`src/common/tcsr_pkg.sv`:
```
// Shared constants and types for the tone code serial readout block
package tcsr_pkg;
    localparam int unsigned CODE_BITS     = 4;
    localparam int unsigned TONE_COUNT    = 16;
    localparam int unsigned REF_CLOCK_HZ  = 4194304;
    localparam int unsigned SYS_CLOCK_HZ  = 50000000;
    localparam int unsigned SYS_PERIOD_NS = 20;
    localparam int unsigned PULSES_PER_READ = 4;
    localparam logic [3:0]  CODE_RESET    = 4'h0;
    localparam logic [2:0]  COUNT_RESET   = 3'h0;

    // Detected tone as seen from the front end
    typedef struct packed {
        logic       valid;
        logic [3:0] code;
    } tcsr_tone_t;

    // Readout state
    typedef enum logic [1:0] {
        ST_IDLE  = 2'b00,
        ST_READY = 2'b01,
        ST_SHIFT = 2'b10,
        ST_DONE  = 2'b11
    } tcsr_state_t;
endpackage : tcsr_pkg

```
`src/hw/tcsr_sync.sv`:
```
// Two-stage synchroniser with rising-edge detect on the stable stage
`timescale 1ns/1ps
`default_nettype none
module tcsr_sync (
    input  wire logic sys_clk,    // System clock
    input  wire logic rst,        // Async reset, active high
    input  wire logic asyncIn,    // Pin from outside the domain
    output logic      syncLevel,  // Synchronised level
    output logic      riseEdge    // One-cycle pulse on rising edge
);
    logic stage1;
    logic stage2;
    logic stage3;

    // First stage read only by second stage
    always_ff @(posedge sys_clk or posedge rst) begin
        if (rst) begin
            stage1 <= 1'b0;
            stage2 <= 1'b0;
            stage3 <= 1'b0;
        end else begin
            stage1 <= asyncIn;
            stage2 <= stage1;
            stage3 <= stage2;
        end
    end

    assign syncLevel = stage2;
    assign riseEdge  = stage2 & ~stage3;
endmodule : tcsr_sync
`default_nettype wire

```
`src/hw/tcsr_readout.sv`:
```
// Tone code serial readout: steering flag, serial shift-out, power-down
`timescale 1ns/1ps
`default_nettype none
module tcsr_readout #(
    parameter int unsigned CODE_W = tcsr_pkg::CODE_BITS  // Code width
) (
    input  wire logic             sys_clk,          // Reference clock
    input  wire logic             rst,              // Async reset, active high
    input  wire tcsr_pkg::tcsr_tone_t toneIn,       // Detector result, same domain
    input  wire logic             shiftPulse,       // Host acknowledge pulse pin
    input  wire logic             power_down_request, // Host power-down pin
    output logic                  valid_tone_flag,  // Steering output
    output logic                  serial_code_out,  // Serial code bit
    output logic                  powerDown         // Low-consumption mode active
);
    logic ackLevel;
    logic ackRise;
    logic pdLevel;
    logic pdRise;

    // Host pins cross into the reference clock domain
    tcsr_sync u_ackSync (
        .sys_clk   (sys_clk),
        .rst       (rst),
        .asyncIn   (shiftPulse),
        .syncLevel (ackLevel),
        .riseEdge  (ackRise)
    );
    tcsr_sync u_pdSync (
        .sys_clk   (sys_clk),
        .rst       (rst),
        .asyncIn   (power_down_request),
        .syncLevel (pdLevel),
        .riseEdge  (pdRise)
    );

    tcsr_pkg::tcsr_state_t state;
    tcsr_pkg::tcsr_state_t next_state;
    logic [CODE_W-1:0]     shiftReg;
    logic [CODE_W-1:0]     next_shiftReg;
    logic [2:0]            pulseCount;
    logic [2:0]            next_pulseCount;
    logic                  sdOut;
    logic                  next_sdOut;
    logic                  pdMode;
    logic                  next_pdMode;
    logic                  flagPrev;
    logic                  next_flagPrev;
    logic                  flagRise;

    // Shared shift step so capture and advance agree on direction
    function automatic logic [CODE_W-1:0] shiftDown(input logic [CODE_W-1:0] value);
        return value >> 1;
    endfunction : shiftDown

    // Flag follows the detector unless powered down
    assign valid_tone_flag = toneIn.valid & ~pdMode;
    assign flagRise        = valid_tone_flag & ~flagPrev;
    assign serial_code_out = sdOut;
    assign powerDown       = pdMode;

    // Next-state logic for readout and power-down
    always_comb begin
        next_state      = state;
        next_shiftReg   = shiftReg;
        next_pulseCount = pulseCount;
        next_sdOut      = sdOut;
        next_pdMode     = pdMode;
        next_flagPrev   = valid_tone_flag;
        // Entry only on a request rise with ack low; leaving needs request low
        if (!pdMode && pdRise && !ackLevel) begin
            next_pdMode = 1'b1;
        end else if (pdMode && !pdLevel) begin
            next_pdMode = 1'b0;
        end
        if (pdMode) begin
            // Re-arm so a held tone can be read again on return
            next_state      = tcsr_pkg::ST_IDLE;
            next_pulseCount = tcsr_pkg::COUNT_RESET;
        end else begin
            unique case (state)
                tcsr_pkg::ST_IDLE: begin
                    if (valid_tone_flag) begin
                        next_state = tcsr_pkg::ST_READY;
                    end
                end
                tcsr_pkg::ST_READY: begin
                    if (!valid_tone_flag) begin
                        next_state = tcsr_pkg::ST_IDLE;
                    end else if (ackRise) begin
                        // Capture code and present LSB together
                        next_shiftReg   = shiftDown(CODE_W'(toneIn.code));
                        next_sdOut      = toneIn.code[0];
                        next_pulseCount = 3'h1;
                        next_state      = tcsr_pkg::ST_SHIFT;
                    end
                end
                tcsr_pkg::ST_SHIFT: begin
                    if (ackRise) begin
                        next_sdOut      = shiftReg[0];
                        next_shiftReg   = shiftDown(shiftReg);
                        next_pulseCount = pulseCount + 3'h1;
                        if (pulseCount == 3'(tcsr_pkg::PULSES_PER_READ - 1)) begin
                            next_state = tcsr_pkg::ST_DONE;
                        end
                    end
                end
                tcsr_pkg::ST_DONE: begin
                    // Extra pulses ignored until flag rises anew
                    if (flagRise) begin
                        next_state = tcsr_pkg::ST_READY;
                    end else if (!valid_tone_flag) begin
                        next_state = tcsr_pkg::ST_IDLE;
                    end
                end
            endcase
        end
    end

    // Registers only; clock is the reference clock
    always_ff @(posedge sys_clk or posedge rst) begin
        if (rst) begin
            state      <= tcsr_pkg::ST_IDLE;
            shiftReg   <= tcsr_pkg::CODE_RESET;
            pulseCount <= tcsr_pkg::COUNT_RESET;
            sdOut      <= 1'b0;
            pdMode     <= 1'b0;
            flagPrev   <= 1'b0;
        end else begin
            state      <= next_state;
            shiftReg   <= next_shiftReg;
            pulseCount <= next_pulseCount;
            sdOut      <= next_sdOut;
            pdMode     <= next_pdMode;
            flagPrev   <= next_flagPrev;
        end
    end
endmodule : tcsr_readout
`default_nettype wire

```
`config.mk`:
```
export PLATFORM = sky130hd
export DESIGN_NAME = tcsr_readout
export DESIGN_NICKNAME = d
export VERILOG_FILES = /design/src/common/tcsr_pkg.sv /design/src/hw/tcsr_sync.sv /design/src/hw/tcsr_readout.sv
export SDC_FILE = /design/constraint.sdc
export NUM_CORES = 1
export LEC_CHECK = 0
export ABC_AREA = 0
export BUFFER_PORTS_ARGS = -buffer_cell sky130_fd_sc_hd__buf_2
export CELL_PAD_IN_SITES_DETAIL_PLACEMENT = 0
export CELL_PAD_IN_SITES_GLOBAL_PLACEMENT = 1
export CORE_MARGIN = 4
export CORE_UTILIZATION = 42
export DETAILED_ROUTE_END_ITERATION = 12
export PLACE_DENSITY_LB_ADDON = 0.1
export SLEW_MARGIN = 20
export SYNTH_ARGS = -nofsm -noshare
export SYNTH_HDL_FRONTEND = slang
export SYNTH_SLANG_ARGS = --single-unit
```
`constraint.sdc`:
```
create_clock -name sys_clk -period 1.8 [get_ports sys_clk]
set_clock_uncertainty 0.15 [all_clocks]
set_input_delay 0.36 -clock sys_clk [delete_from_list [all_inputs] [get_ports sys_clk]]
set_output_delay 0.36 -clock sys_clk [all_outputs]
set_load 0.1 [all_outputs]
```
==> metrics <==
Final Routed Wirelength=1.242 mm; final instance area=898.4 um2; Pint=0.6464 mW; Leak Pwr=0.4069 nW; ys flop type=dfrtp_1; Yosys warning total=0; status=complete, no violations; Synth top cells by count=dfrtp_1 (17), nor2_1 (4), a2bb2oi_1 (3), inv_1 (3), o22ai_1 (3); largest net degree at the start of global routing=18; sequential share of power=0.522; DR iter-0 viols=16; RR Endpoint=shiftReg[1]$_DFFE_PP0P_; mapped cell area=750.7 um2; Max IR drop VDD=0.6024 mV; mean area per synthesized cell=12.72 um2; Layout Nets=87; sequential-to-total area share from yosys stat=0.5667; Reg area=429.2 um2; layout cells sized above 1=0.2800; setup TNS=0 ns; post-synth cell types=28; vias post-DR=510; CP endpoint kind=output pin; ANT nets after route=0; most numerous cell in the Yosys netlist=dfrtp_1; Die H=50.28 um; # DRC=0; CTS tree=built; cell taking the most area after synthesis=dfrtp_1; # rows=15; CTS Buf Count=3; worst endpoint data arrival time=1.18 ns; asr flop ratio synth=1.000; first-pass GRT wire length=2.166 mm; CP Class=reg2out; pwr/cell area=1090 mW/mm2; Total GRT Usage=0.1136; Worst-Margin Slew=0.4836 ns; clock slew at reported path FFs=0.09 ns; final period utilization=0.9391; P_sw=0.3331 mW; post-synth top area share=0.5667; Placement Cell Area=859.6 um2; Die Wd=50.28 um; sw frac=0.3401; Root Buffer=clkbuf_4; Crit. Startpoint=powerDown$_DFFE_PP0P_; H-tree lvl count=1; Fin Hold WS=0.02341 ns; clk sinks=17; Setup Fix Bufs, Post-CTS=0; first drt pass iteration count=4; Starting Density=0.4396; Slew Viols, Final=0; power share of the clock group=0.203; maximum clock path buffer count=2; RePlAce Congestion=0.7394; Req. time, crit path=1.29 ns; FILL cells=151; ANT cells=0; Gate power share=0.275; Port Buf Inserts=11; Reg2Reg Depth=3; Vias/cell=5.100; full die area=0.002528 mm2; Setup-failing EPs final=0; top cells by area, synth=dfrtp_1 (57%), a2bb2oi_1 (3.5%), and4bb_1 (3.3%); Max-Cap Viols=0; critical path endpoint=valid_tone_flag; Top Ports=12; cell count after synthesis=59; startpoint types=register; Synth-to-Final Area Change=19.67%; Max Clk Rate=591.6 MHz; total power=0.9795 mW; CP max FO=10; GR Overflow Total=0; area taken by multi-input logic gates=310.3 um2; initial antenna violation count=0; Yosys reg bits=17; final critical-path required period=1.690 ns; unrepaired setup endpoints after global routing=no; Post-DP HPWL=919.5 um; vias in the first global route=490; Core ar.=0.001708 mm2; HP Class=in2reg; r2r startpoint=powerDown$_DFFE_PP0P_; Post-synth EDFFs=0; post-synth net total=70; Final Hold Viols=0; worst skew pair latency=0.29 ns; WL/cell=12.42 um; Worst slew margin=0.6798; flop2flop setup slack=0.31 ns
[power groups by stage]
stage	combinational, mW	clock [mW]	sequential [mW]
finish	0.269	0.199	0.512
CTS	0.272	0.209	0.512
detailed placement	0.269	0	0.520
floorplan	0.147	0	0.579
global route	0.297	0.227	0.522
global placement	0.267	0	0.518
[final cells by class]
class | instances | share of cell area
Clock buffer | 4 | 0.02925
Inverter | 3 | 0.01253
Multi-Input combinational cell | 38 | 0.3454
Sequential cell | 17 | 0.4777
Tap cell | 25 | 0.03482
Timing Repair Buffer | 13 | 0.1003
[routing by layer]
layer / share of wire / routed length (um) / track usage / vias to the layer above
met5: 0 / 0 / 0 / -
met4: 0.029 / 36 / 0.08295 / 0
met3: 0.045 / 56 / 0.01780 / 4
met2: 0.45 / 556 / 0.1500 / 12
met1: 0.48 / 593 / 0.1648 / 242
li1: - / - / - / 252
[cells by family (layout without fill, tap and decap cells)]
family                     after synthesis  in the layout  share of synthesized area
adders and majority gates                2              2                    0.03333
and+or+nand+nor                         18             18                     0.1767
buffers and inverters                    4             20                    0.03000
muxes                                    1              1                    0.01333
AOI/OAI and AO/OA                       17             17                     0.1800
DFF                                     17             17                     0.5667
[flip-flops by register name, indices dropped and copies added, names as in the netlist]
signal	flops
u_ackSync.syncLevel	1
u_pdSync.stage3	1
u_pdSync.stage1	1
serial_code_out	1
state	2
pulseCount	3
u_ackSync.stage1	1
u_ackSync.stage3	1
shiftReg	3
flagPrev	1
u_pdSync.syncLevel	1
powerDown	1
[through the flow]
stage          utilization  setup slack [ns]  std cells
6_report            0.5260            0.1096        100
5_1_grt             0.5260           0.05336        100
4_1_cts             0.5245           0.01838        100
3_5_place_dp        0.5033            0.3370         95
3_3_place_gp        0.5033            0.3240         95
2_1_floorplan            -         -0.009872         59
[worst max-delay path, cell delays in order, from the launching register on]
cell     delay (ns)
dfrtp_4        0.55
nor2b_4        0.16
buf_12         0.18
[cell usage in the layout, fill, tap and decap left out]
cell type	count
dfrtp_1	16
buf_2	9
nor2_1	4
clkbuf_4	4
o22ai_1	3
a2bb2oi_1	3
inv_1	3
nand3b_1	2
and4bb_1	2
a21oi_1	2
nand3_1	2
a22oi_1	2
ha_1	2
nand2b_2	1
nor3b_4	1
a21boi_4	1
o21ai_0	1
mux2i_1	1
nand4bb_1	1
a32oi_1	1
nand2b_1	1
or2b_1	1
nand2_1	1
a31oi_1	1
a21bo_2	1
o21a_1	1
nor3_1	1
o2bb2ai_1	1
nor2b_4	1
clkbuf_1	1
dlygate4sd3_1	1
buf_12	1
buf_4	1
dfrtp_4	1
[worst min path at each step]
stage / start / endpoint / slack, ns / depth (start not counted)
after floorplan: rst / flagPrev$_DFF_PP0_ / 0.14 / 1
after global placement: u_ackSync.stage1$_DFF_PP0_ / u_ackSync.syncLevel$_DFF_PP0_ / 0.18 / 0
after detailed placement: u_ackSync.stage1$_DFF_PP0_ / u_ackSync.syncLevel$_DFF_PP0_ / 0.19 / 0
after CTS: shiftPulse / u_ackSync.stage1$_DFF_PP0_ / 0.01 / 1
after global routing: power_down_request / u_pdSync.stage1$_DFF_PP0_ / 0.007 / 1
final: power_down_request / u_pdSync.stage1$_DFF_PP0_ / 0.02 / 1
[repair_timing]
item	CTS	global route
gates resized for setup	0	1
endpoints found under the hold margin	17	0
hold buffers	1	0
endpoints found under the setup margin	0	1
Power figures use the tool's default switching activity.
